--- src/flash_host_pkg.sv ---
package flash_host_pkg;

	// Clock
	localparam int CLK_PERIOD_NS = 100;

	// Pin timing (least times, rounded up to whole cycles)
	localparam int ADDR_SETUP_NS   = 35;
	localparam int WE_LOW_NS       = 35;
	localparam int DATA_HOLD_NS    = 30;
	localparam int READ_ACCESS_NS  = 110;
	localparam int BUSY_VALID_NS   = 90;
	localparam int RESET_PULSE_MIN_NS = 500;
	localparam int RESET_RECOVER_NS   = 50;

	localparam int ADDR_SETUP_CYC = (ADDR_SETUP_NS + CLK_PERIOD_NS - 1) / CLK_PERIOD_NS;
	localparam int WE_LOW_CYC     = (WE_LOW_NS + CLK_PERIOD_NS - 1) / CLK_PERIOD_NS;
	localparam int DATA_HOLD_CYC  = (DATA_HOLD_NS + CLK_PERIOD_NS - 1) / CLK_PERIOD_NS;
	localparam int READ_ACCESS_CYC = (READ_ACCESS_NS + CLK_PERIOD_NS - 1) / CLK_PERIOD_NS;
	localparam int BUSY_VALID_CYC = (BUSY_VALID_NS + CLK_PERIOD_NS - 1) / CLK_PERIOD_NS;
	localparam int RESET_PULSE_MIN_CYC = (RESET_PULSE_MIN_NS + CLK_PERIOD_NS - 1) / CLK_PERIOD_NS;
	localparam int RESET_RECOVER_CYC   = (RESET_RECOVER_NS + CLK_PERIOD_NS - 1) / CLK_PERIOD_NS;

	localparam int TIMER_W = 8;

	// Flash bus
	localparam int FLASH_AW = 26;
	localparam int FLASH_DW = 16;
	localparam int SECTOR_MSB = 25;
	localparam int SECTOR_LSB = 16;
	localparam logic [9:0]  SECTOR_ZERO    = 10'h000;
	localparam logic [15:0] SW_RESET_DATA  = 16'h00F0;

	// Mode lock register fields
	localparam int LOCK_PWD_BIT  = 2;
	localparam int LOCK_PERS_BIT = 1;
	localparam int LOCK_SEC_BIT  = 0;

	// Status bits returned by the device on a read
	localparam int DQ_TIMING_LIMIT = 5;
	localparam int DQ_BUFFER_ABORT = 1;

	// Register map (byte addresses)
	localparam logic [7:0] REG_CTRL   = 8'h00;
	localparam logic [7:0] REG_STATUS = 8'h04;
	localparam logic [7:0] REG_ADDR   = 8'h08;
	localparam logic [7:0] REG_WDATA  = 8'h0C;
	localparam logic [7:0] REG_ADDR2  = 8'h10;
	localparam logic [7:0] REG_WDATA2 = 8'h14;
	localparam logic [7:0] REG_RDATA  = 8'h18;
	localparam logic [7:0] REG_MODE   = 8'h1C;

	// Commands written to CTRL[2:0]
	localparam logic [2:0] CMD_NONE    = 3'h0;
	localparam logic [2:0] CMD_WRITE   = 3'h1;
	localparam logic [2:0] CMD_READ    = 3'h2;
	localparam logic [2:0] CMD_SWRST   = 3'h3;
	localparam logic [2:0] CMD_HWRST   = 3'h4;
	localparam logic [2:0] CMD_PAIR    = 3'h5;
	localparam logic [2:0] CMD_LOCKPGM = 3'h6;

	// STATUS bits
	localparam int ST_BUSY      = 0;
	localparam int ST_DEV_READY = 1;
	localparam int ST_REFUSED   = 2;
	localparam int ST_INTERRUPT = 3;
	localparam int ST_TIMING    = 4;
	localparam int ST_ABORT     = 5;
	localparam int ST_PERS_DONE = 6;
	localparam int ST_PWD_DONE  = 7;

	// MODE bits
	localparam int MODE_SEC0_BLOCK = 0;
	localparam int MODE_PWD_SET    = 1;

	typedef enum logic [8:0] {
		S_IDLE   = 9'h001,
		S_SETUP  = 9'h002,
		S_STROBE = 9'h004,
		S_HOLD   = 9'h008,
		S_RDLOW  = 9'h010,
		S_SETTLE = 9'h020,
		S_RSTLOW = 9'h040,
		S_RSTREC = 9'h080,
		S_SECOND = 9'h100
	} eng_state_t;

endpackage

--- src/flash_wait_timer.sv ---
`timescale 1ns/1ps
`default_nettype none

module flash_wait_timer #(
	parameter int W = 8
) (
	input  wire logic         ref_clk,
	input  wire logic         rst_b,
	input  wire logic         ce,
	input  wire logic         load,
	input  wire logic [W-1:0] loadVal,
	output logic              done
);

	logic [W-1:0] cnt_ff;
	logic [W-1:0] nxt_cnt;

	always_comb begin
		nxt_cnt = cnt_ff;
		if (load) begin
			nxt_cnt = loadVal;
		end else if (cnt_ff != '0) begin
			nxt_cnt = cnt_ff - W'(1);
		end
	end

	always_ff @(posedge ref_clk) begin
		if (!rst_b) begin
			cnt_ff <= '0;
		end else if (ce) begin
			cnt_ff <= nxt_cnt;
		end
	end

	assign done = (cnt_ff == '0);

endmodule

`default_nettype wire

--- src/flash_host_ctrl.sv ---
// Local design decisions: the AHB-Lite interface to the registers and the address map.
`timescale 1ns/1ps
`default_nettype none

module flash_host_ctrl (
	input  wire logic        ref_clk,
	input  wire logic        rst_b,
	input  wire logic        ce,
	input  wire logic        hsel,
	input  wire logic [31:0] haddr,
	input  wire logic [1:0]  htrans,
	input  wire logic        hwrite,
	input  wire logic [2:0]  hsize,
	input  wire logic [31:0] hwdata,
	input  wire logic        hready,
	output logic             hreadyout,
	output logic [31:0]      hrdata,
	output logic             hresp,
	output logic             flashCeN,
	output logic             flashWeN,
	output logic             flashOeN,
	output logic             flashResetN,
	output logic [25:0]      flashAddr,
	output logic [15:0]      flashDqOut,
	output logic             flashDqOe,
	input  wire logic [15:0] flashDqIn,
	input  wire logic        readyBusyN
);

	localparam int AW = flash_host_pkg::FLASH_AW;
	localparam int DW = flash_host_pkg::FLASH_DW;
	localparam int TW = flash_host_pkg::TIMER_W;

	// Bus slave state
	logic        dataPhase_ff, nxt_dataPhase;
	logic        wrQ_ff, nxt_wrQ;
	logic [7:0]  offQ_ff, nxt_offQ;
	logic        hreadyout_ff, nxt_hreadyout;
	logic [31:0] hrdata_ff, nxt_hrdata;

	// Software registers
	logic [AW-1:0] addr_ff, nxt_addr;
	logic [DW-1:0] wdata_ff, nxt_wdata;
	logic [AW-1:0] addr2_ff, nxt_addr2;
	logic [DW-1:0] wdata2_ff, nxt_wdata2;
	logic [DW-1:0] rdata_ff, nxt_rdata;
	logic [1:0]    mode_ff, nxt_mode;
	logic [7:0]    status_ff, nxt_status;

	// Engine
	flash_host_pkg::eng_state_t state_ff, nxt_state;
	logic [2:0]    cmd_ff, nxt_cmd;
	logic          ceN_ff, nxt_ceN;
	logic          weN_ff, nxt_weN;
	logic          oeN_ff, nxt_oeN;
	logic          rstN_ff, nxt_rstN;
	logic [AW-1:0] pinAddr_ff, nxt_pinAddr;
	logic [DW-1:0] pinDq_ff, nxt_pinDq;
	logic          dqOe_ff, nxt_dqOe;
	logic          timerLoad;
	logic [TW-1:0] timerVal;
	logic          timerDone;

	flash_wait_timer #(
		.W(TW)
	) u_timer (
		.ref_clk(ref_clk),
		.rst_b  (rst_b),
		.ce     (ce),
		.load   (timerLoad),
		.loadVal(timerVal),
		.done   (timerDone)
	);

	logic       busWr;
	logic [2:0] newCmd;
	logic       cmdOk;
	logic       lockBad;

	always_comb begin
		busWr = dataPhase_ff && wrQ_ff;
		newCmd = flash_host_pkg::CMD_NONE;
		if (busWr && (offQ_ff == flash_host_pkg::REG_CTRL)) begin
			newCmd = hwdata[2:0];
		end
		// Lock program legality
		lockBad = (!wdata_ff[flash_host_pkg::LOCK_PWD_BIT] && !wdata_ff[flash_host_pkg::LOCK_PERS_BIT])
			|| (!wdata_ff[flash_host_pkg::LOCK_PWD_BIT] && status_ff[flash_host_pkg::ST_PERS_DONE])
			|| (!wdata_ff[flash_host_pkg::LOCK_PERS_BIT] && status_ff[flash_host_pkg::ST_PWD_DONE])
			|| (!wdata_ff[flash_host_pkg::LOCK_PWD_BIT] && !mode_ff[flash_host_pkg::MODE_PWD_SET]);
		cmdOk = 1'b1;
		if (newCmd == flash_host_pkg::CMD_LOCKPGM && lockBad) begin
			cmdOk = 1'b0;
		end
		if (newCmd == flash_host_pkg::CMD_SWRST
			&& (!status_ff[flash_host_pkg::ST_DEV_READY] || status_ff[flash_host_pkg::ST_ABORT])) begin
			cmdOk = 1'b0;
		end
		if (newCmd == flash_host_pkg::CMD_READ && mode_ff[flash_host_pkg::MODE_SEC0_BLOCK]
			&& addr_ff[flash_host_pkg::SECTOR_MSB:flash_host_pkg::SECTOR_LSB] == flash_host_pkg::SECTOR_ZERO) begin
			cmdOk = 1'b0;
		end
	end

	always_comb begin
		nxt_dataPhase = 1'b0;
		nxt_wrQ       = wrQ_ff;
		nxt_offQ      = offQ_ff;
		nxt_hreadyout = 1'b1;
		nxt_hrdata    = hrdata_ff;
		nxt_addr      = addr_ff;
		nxt_wdata     = wdata_ff;
		nxt_addr2     = addr2_ff;
		nxt_wdata2    = wdata2_ff;
		nxt_rdata     = rdata_ff;
		nxt_mode      = mode_ff;
		nxt_status    = status_ff;
		nxt_state     = state_ff;
		nxt_cmd       = cmd_ff;
		nxt_ceN       = ceN_ff;
		nxt_weN       = weN_ff;
		nxt_oeN       = oeN_ff;
		nxt_rstN      = rstN_ff;
		nxt_pinAddr   = pinAddr_ff;
		nxt_pinDq     = pinDq_ff;
		nxt_dqOe      = dqOe_ff;
		timerLoad     = 1'b0;
		timerVal      = '0;

		// Address phase accepted, one wait cycle follows
		if (hsel && htrans[1] && hready) begin
			nxt_dataPhase = 1'b1;
			nxt_wrQ       = hwrite;
			nxt_offQ      = haddr[7:0];
			nxt_hreadyout = 1'b0;
		end

		// Status clear by writing ones (hardware set wins, applied below)
		if (busWr) begin
			if (offQ_ff == flash_host_pkg::REG_STATUS) begin
				nxt_status[flash_host_pkg::ST_INTERRUPT:flash_host_pkg::ST_REFUSED] =
					status_ff[flash_host_pkg::ST_INTERRUPT:flash_host_pkg::ST_REFUSED] & ~hwdata[3:2];
				nxt_status[flash_host_pkg::ST_TIMING] = status_ff[flash_host_pkg::ST_TIMING] & ~hwdata[4];
			end else if (offQ_ff == flash_host_pkg::REG_ADDR) begin
				nxt_addr = hwdata[AW-1:0];
			end else if (offQ_ff == flash_host_pkg::REG_WDATA) begin
				nxt_wdata = hwdata[DW-1:0];
			end else if (offQ_ff == flash_host_pkg::REG_ADDR2) begin
				nxt_addr2 = hwdata[AW-1:0];
			end else if (offQ_ff == flash_host_pkg::REG_WDATA2) begin
				nxt_wdata2 = hwdata[DW-1:0];
			end else if (offQ_ff == flash_host_pkg::REG_MODE) begin
				nxt_mode = hwdata[1:0];
			end
		end

		// Read data mux
		if (dataPhase_ff && !wrQ_ff) begin
			if (offQ_ff == flash_host_pkg::REG_CTRL) begin
				nxt_hrdata = {29'h0000000, cmd_ff};
			end else if (offQ_ff == flash_host_pkg::REG_STATUS) begin
				nxt_hrdata = {24'h000000, status_ff};
			end else if (offQ_ff == flash_host_pkg::REG_ADDR) begin
				nxt_hrdata = {6'h00, addr_ff};
			end else if (offQ_ff == flash_host_pkg::REG_WDATA) begin
				nxt_hrdata = {16'h0000, wdata_ff};
			end else if (offQ_ff == flash_host_pkg::REG_ADDR2) begin
				nxt_hrdata = {6'h00, addr2_ff};
			end else if (offQ_ff == flash_host_pkg::REG_WDATA2) begin
				nxt_hrdata = {16'h0000, wdata2_ff};
			end else if (offQ_ff == flash_host_pkg::REG_RDATA) begin
				nxt_hrdata = {16'h0000, rdata_ff};
			end else if (offQ_ff == flash_host_pkg::REG_MODE) begin
				nxt_hrdata = {30'h00000000, mode_ff};
			end else begin
				nxt_hrdata = 32'h00000000;
			end
		end

		// Command launch
		if (newCmd != flash_host_pkg::CMD_NONE) begin
			if (state_ff != flash_host_pkg::S_IDLE || !cmdOk || newCmd == 3'h7) begin
				nxt_status[flash_host_pkg::ST_REFUSED] = 1'b1;
			end else begin
				nxt_cmd = newCmd;
				nxt_status[flash_host_pkg::ST_BUSY] = 1'b1;
				timerLoad = 1'b1;
				if (newCmd == flash_host_pkg::CMD_HWRST) begin
					nxt_state = flash_host_pkg::S_RSTLOW;
					nxt_rstN  = 1'b0;
					nxt_dqOe  = 1'b0;
					timerVal  = TW'(flash_host_pkg::RESET_PULSE_MIN_CYC - 1);
					if (!status_ff[flash_host_pkg::ST_DEV_READY]) begin
						nxt_status[flash_host_pkg::ST_INTERRUPT] = 1'b1;
					end
				end else begin
					nxt_state   = flash_host_pkg::S_SETUP;
					nxt_pinAddr = addr_ff;
					nxt_pinDq   = (newCmd == flash_host_pkg::CMD_SWRST) ? flash_host_pkg::SW_RESET_DATA : wdata_ff;
					nxt_dqOe    = (newCmd != flash_host_pkg::CMD_READ);
					timerVal    = TW'(flash_host_pkg::ADDR_SETUP_CYC - 1);
				end
			end
		end

		case (state_ff)
			flash_host_pkg::S_SETUP: begin
				if (timerDone) begin
					timerLoad = 1'b1;
					nxt_ceN   = 1'b0;
					if (cmd_ff == flash_host_pkg::CMD_READ) begin
						nxt_oeN   = 1'b0;
						nxt_state = flash_host_pkg::S_RDLOW;
						timerVal  = TW'(flash_host_pkg::READ_ACCESS_CYC - 1);
					end else begin
						nxt_weN   = 1'b0;
						nxt_state = flash_host_pkg::S_STROBE;
						timerVal  = TW'(flash_host_pkg::WE_LOW_CYC - 1);
					end
				end
			end
			flash_host_pkg::S_STROBE: begin
				if (timerDone) begin
					nxt_weN   = 1'b1;
					nxt_ceN   = 1'b1;
					nxt_state = flash_host_pkg::S_HOLD;
					timerLoad = 1'b1;
					timerVal  = TW'(flash_host_pkg::DATA_HOLD_CYC - 1);
				end
			end
			flash_host_pkg::S_HOLD: begin
				if (timerDone) begin
					timerLoad = 1'b1;
					if (cmd_ff == flash_host_pkg::CMD_PAIR) begin
						nxt_cmd     = flash_host_pkg::CMD_WRITE;
						nxt_pinAddr = addr2_ff;
						nxt_pinDq   = wdata2_ff;
						nxt_state   = flash_host_pkg::S_SECOND;
						timerVal    = TW'(flash_host_pkg::ADDR_SETUP_CYC - 1);
						nxt_status[flash_host_pkg::ST_ABORT] = 1'b0;
					end else begin
						nxt_dqOe  = 1'b0;
						nxt_state = flash_host_pkg::S_SETTLE;
						timerVal  = TW'(flash_host_pkg::BUSY_VALID_CYC - 1);
					end
				end
			end
			flash_host_pkg::S_SECOND: begin
				if (timerDone) begin
					timerLoad = 1'b1;
					nxt_ceN   = 1'b0;
					nxt_weN   = 1'b0;
					nxt_state = flash_host_pkg::S_STROBE;
					timerVal  = TW'(flash_host_pkg::WE_LOW_CYC - 1);
				end
			end
			flash_host_pkg::S_RDLOW: begin
				if (timerDone) begin
					nxt_rdata = flashDqIn;
					nxt_oeN   = 1'b1;
					nxt_ceN   = 1'b1;
					nxt_state = flash_host_pkg::S_IDLE;
					nxt_status[flash_host_pkg::ST_BUSY] = 1'b0;
					nxt_status[flash_host_pkg::ST_DEV_READY] = readyBusyN;
					if (flashDqIn[flash_host_pkg::DQ_TIMING_LIMIT]) begin
						nxt_status[flash_host_pkg::ST_TIMING] = 1'b1;
					end
					if (flashDqIn[flash_host_pkg::DQ_BUFFER_ABORT] && !readyBusyN) begin
						nxt_status[flash_host_pkg::ST_ABORT] = 1'b1;
					end
				end
			end
			flash_host_pkg::S_SETTLE: begin
				if (timerDone) begin
					nxt_state = flash_host_pkg::S_IDLE;
					nxt_status[flash_host_pkg::ST_BUSY] = 1'b0;
					nxt_status[flash_host_pkg::ST_DEV_READY] = readyBusyN;
					if (cmd_ff == flash_host_pkg::CMD_SWRST) begin
						nxt_status[flash_host_pkg::ST_TIMING] = 1'b0;
					end
					if (cmd_ff == flash_host_pkg::CMD_LOCKPGM) begin
						if (!wdata_ff[flash_host_pkg::LOCK_PWD_BIT]) begin
							nxt_status[flash_host_pkg::ST_PWD_DONE] = 1'b1;
						end
						if (!wdata_ff[flash_host_pkg::LOCK_PERS_BIT]) begin
							nxt_status[flash_host_pkg::ST_PERS_DONE] = 1'b1;
						end
					end
				end
			end
			flash_host_pkg::S_RSTLOW: begin
				if (timerDone) begin
					nxt_rstN  = 1'b1;
					nxt_state = flash_host_pkg::S_RSTREC;
					timerLoad = 1'b1;
					timerVal  = TW'(flash_host_pkg::RESET_RECOVER_CYC - 1);
					nxt_mode[flash_host_pkg::MODE_SEC0_BLOCK] = 1'b0;
				end
			end
			flash_host_pkg::S_RSTREC: begin
				if (timerDone) begin
					nxt_state = flash_host_pkg::S_IDLE;
					nxt_status[flash_host_pkg::ST_BUSY] = 1'b0;
					nxt_status[flash_host_pkg::ST_DEV_READY] = 1'b1;
					nxt_status[flash_host_pkg::ST_ABORT] = 1'b0;
				end
			end
			default: begin
			end
		endcase
	end

	always_ff @(posedge ref_clk) begin
		if (!rst_b) begin
			dataPhase_ff <= 1'b0;
			wrQ_ff       <= 1'b0;
			offQ_ff      <= 8'h00;
			hreadyout_ff <= 1'b1;
			hrdata_ff    <= 32'h00000000;
			addr_ff      <= 26'h0000000;
			wdata_ff     <= 16'hFFFF;
			addr2_ff     <= 26'h0000000;
			wdata2_ff    <= 16'hFFFF;
			rdata_ff     <= 16'h0000;
			mode_ff      <= 2'h0;
			status_ff    <= 8'h02;
			state_ff     <= flash_host_pkg::S_IDLE;
			cmd_ff       <= 3'h0;
			ceN_ff       <= 1'b1;
			weN_ff       <= 1'b1;
			oeN_ff       <= 1'b1;
			rstN_ff      <= 1'b1;
			pinAddr_ff   <= 26'h0000000;
			pinDq_ff     <= 16'h0000;
			dqOe_ff      <= 1'b0;
		end else if (ce) begin
			dataPhase_ff <= nxt_dataPhase;
			wrQ_ff       <= nxt_wrQ;
			offQ_ff      <= nxt_offQ;
			hreadyout_ff <= nxt_hreadyout;
			hrdata_ff    <= nxt_hrdata;
			addr_ff      <= nxt_addr;
			wdata_ff     <= nxt_wdata;
			addr2_ff     <= nxt_addr2;
			wdata2_ff    <= nxt_wdata2;
			rdata_ff     <= nxt_rdata;
			mode_ff      <= nxt_mode;
			status_ff    <= nxt_status;
			state_ff     <= nxt_state;
			cmd_ff       <= nxt_cmd;
			ceN_ff       <= nxt_ceN;
			weN_ff       <= nxt_weN;
			oeN_ff       <= nxt_oeN;
			rstN_ff      <= nxt_rstN;
			pinAddr_ff   <= nxt_pinAddr;
			pinDq_ff     <= nxt_pinDq;
			dqOe_ff      <= nxt_dqOe;
		end
	end

	assign hreadyout   = hreadyout_ff;
	assign hrdata      = hrdata_ff;
	assign hresp       = 1'b0;
	assign flashCeN    = ceN_ff;
	assign flashWeN    = weN_ff;
	assign flashOeN    = oeN_ff;
	assign flashResetN = rstN_ff;
	assign flashAddr   = pinAddr_ff;
	assign flashDqOut  = pinDq_ff;
	assign flashDqOe   = dqOe_ff;

	// Helper: length of the reset pulse
	logic [7:0] rstLowCnt_ff;
	always_ff @(posedge ref_clk) begin
		if (!rst_b) begin
			rstLowCnt_ff <= 8'h00;
		end else if (ce) begin
			rstLowCnt_ff <= rstN_ff ? 8'h00 : rstLowCnt_ff + 8'h01;
		end
	end

	localparam logic [7:0] RST_MIN = 8'(flash_host_pkg::RESET_PULSE_MIN_CYC);

	a_we_needs_ce: assert property (@(posedge ref_clk) disable iff (!rst_b) !weN_ff |-> !ceN_ff && oeN_ff)
		else $error("write strobe without chip enable or with output enable");
	a_addr_stable_we: assert property (@(posedge ref_clk) disable iff (!rst_b) (!weN_ff && $past(!weN_ff)) |-> $stable(pinAddr_ff) && $stable(pinDq_ff))
		else $error("address or data moved during write strobe");
	a_data_after_rise: assert property (@(posedge ref_clk) disable iff (!rst_b) ($rose(weN_ff) && ce) |-> dqOe_ff && $stable(pinDq_ff))
		else $error("data not held at strobe rise");
	a_rst_pulse_len: assert property (@(posedge ref_clk) disable iff (!rst_b) $rose(rstN_ff) |-> $past(rstLowCnt_ff) >= RST_MIN - 8'h01)
		else $error("hardware reset pulse too short");
	a_swrst_data: assert property (@(posedge ref_clk) disable iff (!rst_b) (!weN_ff && cmd_ff == flash_host_pkg::CMD_SWRST) |-> pinDq_ff == flash_host_pkg::SW_RESET_DATA)
		else $error("software reset not sent as 00F0h");
	a_swrst_not_busy: assert property (@(posedge ref_clk) disable iff (!rst_b) (state_ff == flash_host_pkg::S_IDLE && nxt_state == flash_host_pkg::S_SETUP && newCmd == flash_host_pkg::CMD_SWRST) |-> status_ff[flash_host_pkg::ST_DEV_READY] && !status_ff[flash_host_pkg::ST_ABORT])
		else $error("software reset launched while busy or after buffer abort");
	a_lock_both_zero: assert property (@(posedge ref_clk) disable iff (!rst_b) (!weN_ff && cmd_ff == flash_host_pkg::CMD_LOCKPGM) |-> pinDq_ff[flash_host_pkg::LOCK_PWD_BIT] || pinDq_ff[flash_host_pkg::LOCK_PERS_BIT])
		else $error("both mode lock bits programmed together");
	a_sec0_blocked: assert property (@(posedge ref_clk) disable iff (!rst_b) (!oeN_ff && mode_ff[flash_host_pkg::MODE_SEC0_BLOCK] && $past(mode_ff[flash_host_pkg::MODE_SEC0_BLOCK], 8)) |-> pinAddr_ff[flash_host_pkg::SECTOR_MSB:flash_host_pkg::SECTOR_LSB] != flash_host_pkg::SECTOR_ZERO)
		else $error("sector 0 read while blocked");
	a_busy_settle: assert property (@(posedge ref_clk) disable iff (!rst_b) ($rose(weN_ff) && cmd_ff != flash_host_pkg::CMD_PAIR && ce) |-> ##1 status_ff[flash_host_pkg::ST_BUSY])
		else $error("ready sampled before settle time");

endmodule

`default_nettype wire

--- config.mk ---
export PLATFORM = sky130hd
export DESIGN_NAME = flash_host_ctrl
export DESIGN_NICKNAME = d
export VERILOG_FILES = /design/src/flash_host_pkg.sv /design/src/flash_wait_timer.sv /design/src/flash_host_ctrl.sv
export SDC_FILE = /design/constraint.sdc
export NUM_CORES = 1
export LEC_CHECK = 0
export BUFFER_PORTS_ARGS = -buffer_cell sky130_fd_sc_hd__buf_4
export CAP_MARGIN = 40
export CORE_MARGIN = 5
export CORE_UTILIZATION = 56
export DETAILED_ROUTE_END_ITERATION = 10
export PLACE_DENSITY = 0.8
export SLEW_MARGIN = 20
export SYNTH_ARGS = -nofsm -noshare
export SYNTH_HDL_FRONTEND = slang
export SYNTH_SLANG_ARGS = --single-unit
export TNS_END_PERCENT = 1
--- constraint.sdc ---
create_clock -name ref_clk -period 2.9 [get_ports ref_clk]
set_input_delay 0.58 -clock ref_clk [delete_from_list [all_inputs] [get_ports ref_clk]]
set_output_delay 0.58 -clock ref_clk [all_outputs]
set_load 0.1 [all_outputs]
==> impl_metrics.toml, run 1 <==
[yosys]
avgSynthCellArea_sq_um = 7.94
synthAdderAreaFrac = 0.00135
yosys_warnings = 0
yosysMostFrequentCell = "nand2_1"
yosysTopAreaCell = "dfxtp_1"
synthXorXnorAreaFrac = 0.00471
ys_ff_latch = 214
yosysUniqueCellTypes = 71
synth.top_cell.area_share = 0.461
muxShareOfSynthArea = 0.00781
ys_seq_area_frac = 0.461
synth_area_sq_mm = 0.00930
synthTopCellsByCount = "nand2_1 (269), dfxtp_1 (214), nor2_1 (108)"
synth_edf_count = 0
async_flop_share = 0
synth_compound_area_frac = 0.212
synth.area.top_cells = "dfxtp_1 (46%), nand2_1 (11%), a21oi_1 (5.8%), nor2_1 (4.4%), nand3_1 (3.6%)"
synthesis.instances = 1171
synth_simple_gate_area_share = 0.268
synth_top_family_by_area = "simple AND/OR/NAND/NOR gates"
synthFlopType = "dfxtp_1"

[die]
die_w_um = 139
core-area_sq_mm = 0.0164
start_util = 0.567
pin_count = 173
chipHeight_um = 139
row_count = 47
dieArea_sq_mm = 0.0193

[setup_path]
crit_chain = "or4_4 > nor4_4 > o21ai_2 > or4_1 > buf_12 > o221ai_1 > nor2_1"
crit_buf_inv = 1
cpPeakStageDelay_ns = 0.57
startpoint_type = "flip-flop"
criticalPathCategory = "flip-flop to flip-flop"
critPathMaxFanout = 22
crit_required_ns = 3.29
cp-end-kind = "flip-flop"
slowest_stage = "or4_4"
crit_family = "simple AND/OR/NAND/NOR gates"
worstPathArrival_ns = 3.03

[global_routing]
antenna_found_initial = 0
grt_pass1_vias = 8920
grt_pass1_wl_um = 48800
grt_max_degree = 55
grt_usage = 0.305
gr-total-overflow = 0

[sta]
fin_crit_ns = 2.64
worstMarginPinSlew_ns = 0.723
fin_crit_sh = 0.910
setup_violations = 0
rsz0062_at_grt = "no"
maxSlewHeadroom = 0.513
fin_ws_ns = 0.260
hold_viol_final = 0
slew_violations = 0
timing.fmax_mhz = 379
clock_skew_ns = 0.0173

[detailed_routing]
ant_nets = 0
avgViaCountPerCell = 6.20
drc = 0
dr.first_iter.drc_count = 1085
wl_um = 30600
via_count = 9520
route.detailed.wl_per_inst_um = 19.9
dr.pass1.iters = 6

[hold_path]
hp-class = "input pin to flip-flop"

[final_layout]
drive_above_1_share = 0.186
nets = 1393
multiInputGateArea_sq_mm = 0.00468
post-route-util = 0.701
ff_latch_area_sq_mm = 0.00428
fin_area_sq_mm = 0.0115
area_growth_pct = 23.7
n_antenna_cell = 0
fill_cells = 1371

[place]
gp_congestion = 0.977
placed_area_sq_mm = 0.0107
io_buffers = 131
dp_slack_ns = 0.121
hpwlAfterDp_um = 21500

[pwr]
leakagePower_nw = 4.55
powerDensity_mw_per_mm2 = 598
peakVddDrop_v = 0.000435

[clocking]
post_cts_buffers = 0
ctsResizeCount = 0
cts_htree_levels = 1
clk_latency_ns = 0.52
clockBufferDepth = 3
cts_made_buffers = 23
ctsHoldBuffers = 0
cts.sinks = 214
cts_root_buffer = "clkbuf_16"
clkSlewWorstSetupHoldPaths_ns = 0.06
cts_tree = "done"

[run]
cap_violations = 0

[status]
outcome = "finished, final reports clean"
-- final timing paths --
| check | from | endpoint | slack [ns] | cells past startpoint |
|---|---|---|---|---|
| max | offQ_ff[4] | flashAddr[2] | 0.26 | 7 |
| min | hwdata[9] | wdata_ff[9] | 0.31 | 3 |
| max reg2reg | offQ_ff[4] | flashAddr[2] | 0.26 | 7 |
| min reg2reg | u_timer.cnt_ff[1] | u_timer.cnt_ff[1] | 0.46 | 2 |
-- report_power, final --
group / switching, mW / internal, mW / leakage [nW]
combinational: 0.515 / 0.270 / 2.44
clock: 1.20 / 1.87 / 0.392
sequential: 0.0444 / 2.98 / 1.73
total: 1.76 / 5.12 / 4.55
-- final cells by class --
class,instances,share of cell area
multi-input cells,863,0.406
inverters,10,0.00326
flip-flops and latches,214,0.372
well taps,220,0.0239
clock buffers,31,0.0579
clock inverters,9,0.0113
repair buffers,188,0.125
-- tightest hold or removal path, delay by kind of cell --
kind,cells,cell delay [ns]
buf+inv,1,0.10
simple gates,2,0.11
-- per-layer routing --
layer / vias to the layer above / GRT usage / wire length, um
met1: 4540 / 0.432 / 12800
li1: 4421 / - / -
met3: 55 / 0.0745 / 3550
met2: 504 / 0.471 / 13700
met4: 0 / 0.0772 / 584
met5: - / 0 / 0
-- per-stage QoR --
step                hold WS (ns)  instances  setup TNS, ns  total power, mW
floorplan                  0.424       1177              0             3.56
global placement           0.444       1492        -0.0783             3.83
detailed placement         0.447       1495              0             3.85
CTS                        0.305       1535              0             6.87
global route               0.324       1535              0             7.08
finish                     0.310       1535              0             6.88
-- logic make-up (layout without fill, tap and decap cells) --
family	count (synthesis)	in the layout
and+or+nand+nor	555	555
AOI/OAI and AO/OA	288	288
DFF	214	214
buffers and inverters	100	238
muxes	7	7
xor gates and xnor gates	5	5
adders and majority gates	1	1
other	1	7
-- registers in the layout (all words and copies together) (netlist names), 2 cells and up --
name / count
wdata2_ff: 16
flashAddr: 26
flashDqOut: 16
wdata_ff: 16
addr2_ff: 26
status_ff: 8
addr_ff: 26
rdata_ff: 16
cmd_ff: 3
offQ_ff: 8
hrdata: 26
u_timer.cnt_ff: 8
state_ff: 9
mode_ff: 2
-- cells in the final DEF, fill, tap and decap left out, drive strengths merged, types with 10 or more instances in the layout --
| cell type | synthesis | final |
|---|---|---|
| nand2 | 269 | 269 |
| nor3 | 25 | 25 |
| dfxtp | 214 | 214 |
| o221ai | 27 | 27 |
| buf | 16 | 188 |
| or3 | 11 | 11 |
| a221o | 18 | 18 |
| o21ai | 35 | 35 |
| a22oi | 12 | 12 |
| inv | 9 | 11 |
| a22o | 13 | 13 |
| nor2 | 108 | 108 |
| nand3 | 67 | 67 |
| nor4 | 13 | 13 |
| a21oi | 107 | 107 |
| clkbuf | 74 | 31 |
| a221oi | 10 | 10 |
(Power assumes the default switching activity.)
==> inputs of run 2 (changes only) <==
- CORE_UTILIZATION: 56 -> 57
- PLACE_DENSITY: 0.8 -> 0.81
- SYNTH_HIERARCHICAL: default -> 1
==> run 2 against run 1 <==
Setup slack got worse by 0.20 ns. Clock skew increased by 0.0037 ns. Die area increased by 7.7%. Largest power group is now registers.
==> impl_metrics.toml, run 2 <==
[status]
outcome = "finished, final reports clean"

[detailed_routing]
dr.pass1.iters = 6
via_count = 10300
drc = 0
avgViaCountPerCell = 6.42
dr.first_iter.drc_count = 1120
wl_um = 32500
route.detailed.wl_per_inst_um = 20.4
ant_nets = 0

[yosys]
yosysUniqueCellTypes = 80
synthFlopType = "dfxtp_1"
avgSynthCellArea_sq_um = 8.30
synth.area.top_cells = "dfxtp_1 (42%), nand2_1 (9.0%), a21oi_1 (5.0%), clkbuf_1 (3.3%), o221a_2 (3.2%)"
synthesis.instances = 1235
synth_compound_area_frac = 0.247
ys_seq_area_frac = 0.418
synth_edf_count = 0
synthXorXnorAreaFrac = 0.00427
async_flop_share = 0
yosys_warnings = 6
muxShareOfSynthArea = 0.0450
yosysTopAreaCell = "dfxtp_1"
synthAdderAreaFrac = 0.00122
synth_area_sq_mm = 0.0103
synth.top_cell.area_share = 0.418
synth_simple_gate_area_share = 0.230
synth_top_family_by_area = "compound AO/OA/AOI/OAI gates"
ys_ff_latch = 214
synthTopCellsByCount = "nand2_1 (246), dfxtp_1 (214), a21oi_1 (102)"
yosysMostFrequentCell = "nand2_1"

[setup_path]
worstReg2RegEnd = "flashDqOut[2]"
worstPathArrival_ns = 3.22
r2r_start = "state_ff[4]"
criticalPathCategory = "flip-flop to flip-flop"
crit_required_ns = 3.28
critPathMaxFanout = 16
ff2ff_setup_slack_ns = 0.06
cp-end-kind = "flip-flop"
startpoint_type = "flip-flop"
r2r_cells = 6

[hold_path]
hp-class = "input pin to flip-flop"
min_delay_path_depth = 3
min_from = "flashDqIn[3]"
min_to = "rdata_ff[3]"

[die]
pin_count = 173
dieArea_sq_mm = 0.0208
core-area_sq_mm = 0.0178
start_util = 0.575
row_count = 49
die_w_um = 144
chipHeight_um = 144

[final_layout]
area_growth_pct = 21.7
fill_cells = 1436
nets = 1444
drive_above_1_share = 0.225
fin_area_sq_mm = 0.0125
mostFrequentLayoutCells = "nand2_1 (245), dfxtp_1 (214), buf_4 (183)"
final_common_cell = "nand2_1"
fin_cells = 1596

[global_routing]
grt_pass1_wl_um = 50900
gr-total-overflow = 0
grt_usage = 0.303
grt_max_degree = 112
antenna_found_initial = 0
grt_pass1_vias = 9618

[clocking]
post_cts_buffers = 0
cts_tree = "done"
cts.sinks = 214
ctsResizeCount = 0
cts_root_buffer = "clkbuf_16"
clockBufferDepth = 3
clk_latency_ns = 0.53
clkSlewWorstSetupHoldPaths_ns = 0.06
cts_made_buffers = 23
cts_htree_levels = 1
ctsHoldBuffers = 0

[place]
hpwlAfterDp_um = 22500
gp_congestion = 0.932
placed_area_sq_mm = 0.0117
place_inst = 1555
io_buffers = 131

[pwr]
pwr-share-comb = 0.155
peakVddDrop_v = 0.000683
leakagePower_nw = 4.79
switching_share = 0.278
powerDensity_mw_per_mm2 = 578
p_seq_frac = 0.426
power.share.clock = 0.418
p_int_mw = 5.20
switchingPower_mw = 2.01
power_mw = 7.21

[sta]
hold_viol_final = 0
slew_violations = 0
setup_violations = 0
timing.fmax_mhz = 353
fin_crit_sh = 0.978
clock_skew_ns = 0.0211
maxSlewHeadroom = 0.509
rsz0062_at_grt = "no"
worstMarginPinSlew_ns = 0.735
tns_ns = 0
fin_crit_ns = 2.84

[run]
cap_violations = 0
run 2: cell count changes after synthesis, sizes merged, moves of 11 or more:
cell	delta
nand3	-14
o221a	+28
mux2i	+22
o21a	+23
clkbuf	+15
a221o	-18
o211ai	+24
nor2	-56
nor2b	+11
o221ai	-25
a211oi	+12
nand2	-23
run 2: metrics by stage:
step	util	hold slack, ns	setup WS, ns
after CTS	0.699	0.281	0.0866
after global placement	0.651	0.440	0.175
after global routing	0.699	0.286	0.00332
final	0.699	0.291	0.0633
after detailed placement	0.655	0.447	0.111
after floorplan	-	0.424	0.0324
run 2: routing by layer:
metal | vias up | GRT usage | routed length [um]
met1 | 4839 | 0.401 | 12900
met2 | 557 | 0.489 | 15300
li1 | 4736 | - | -
met4 | 0 | 0.134 | 1390
met5 | - | 0 | 0
met3 | 121 | 0.0499 | 2920
run 2: how the worst max path moves through the flow:
stage	slack, ns	end	start
floorplan	0.03	flashAddr[17]	u_timer/cnt_ff[0]
global placement	0.18	u_timer/cnt_ff[0]	hwdata[0]
detailed placement	0.11	u_timer/cnt_ff[0]	hwdata[0]
CTS	0.09	flashDqOut[6]	u_timer/cnt_ff[0]
global route	0.003	flashDqOut[6]	u_timer/cnt_ff[0]
finish	0.06	flashDqOut[2]	state_ff[4]
run 2: cell families after synthesis:
| group | Yosys count |
|---|---|
| simple gates | 498 |
| compound gates | 348 |
| flops | 214 |
| buf+inv | 127 |
| mux | 41 |
| xor+xnor | 5 |
| fa+ha+maj | 1 |
| other cells | 1 |
run 2: final cells by class:
class | instances | area [sq um] | share of cell area
diodes | 1 | 2.50 | 0.000201
multi-input cells | 906 | 5530 | 0.443
repair buffers | 192 | 1540 | 0.123
clock inverters | 10 | 120 | 0.00963
flip-flops and latches | 214 | 4280 | 0.343
clock buffers | 30 | 662 | 0.0531
well taps | 229 | 287 | 0.0230
inverters | 14 | 52.6 | 0.00421
run 2: power groups by stage:
stage | Combinational, mW | Sequential (mW) | Clock (mW)
6_report | 1.12 | 3.07 | 3.02
5_1_grt | 1.22 | 3.08 | 3.20
4_1_cts | 1.11 | 3.07 | 3.05
3_5_place_dp | 1.10 | 3.14 | 0
3_3_place_gp | 1.08 | 3.13 | 0
2_1_floorplan | 0.734 | 3.20 | 0
run 2: worst max-delay path, cell delays in order, from the launching register on:
cell and delay [ns]:
dfxtp_1 0.31, or4_4 0.54, or4b_4 0.57, or4_1 0.43, buf_4 0.23, a2111oi_0 0.50
nor3_1 0.11
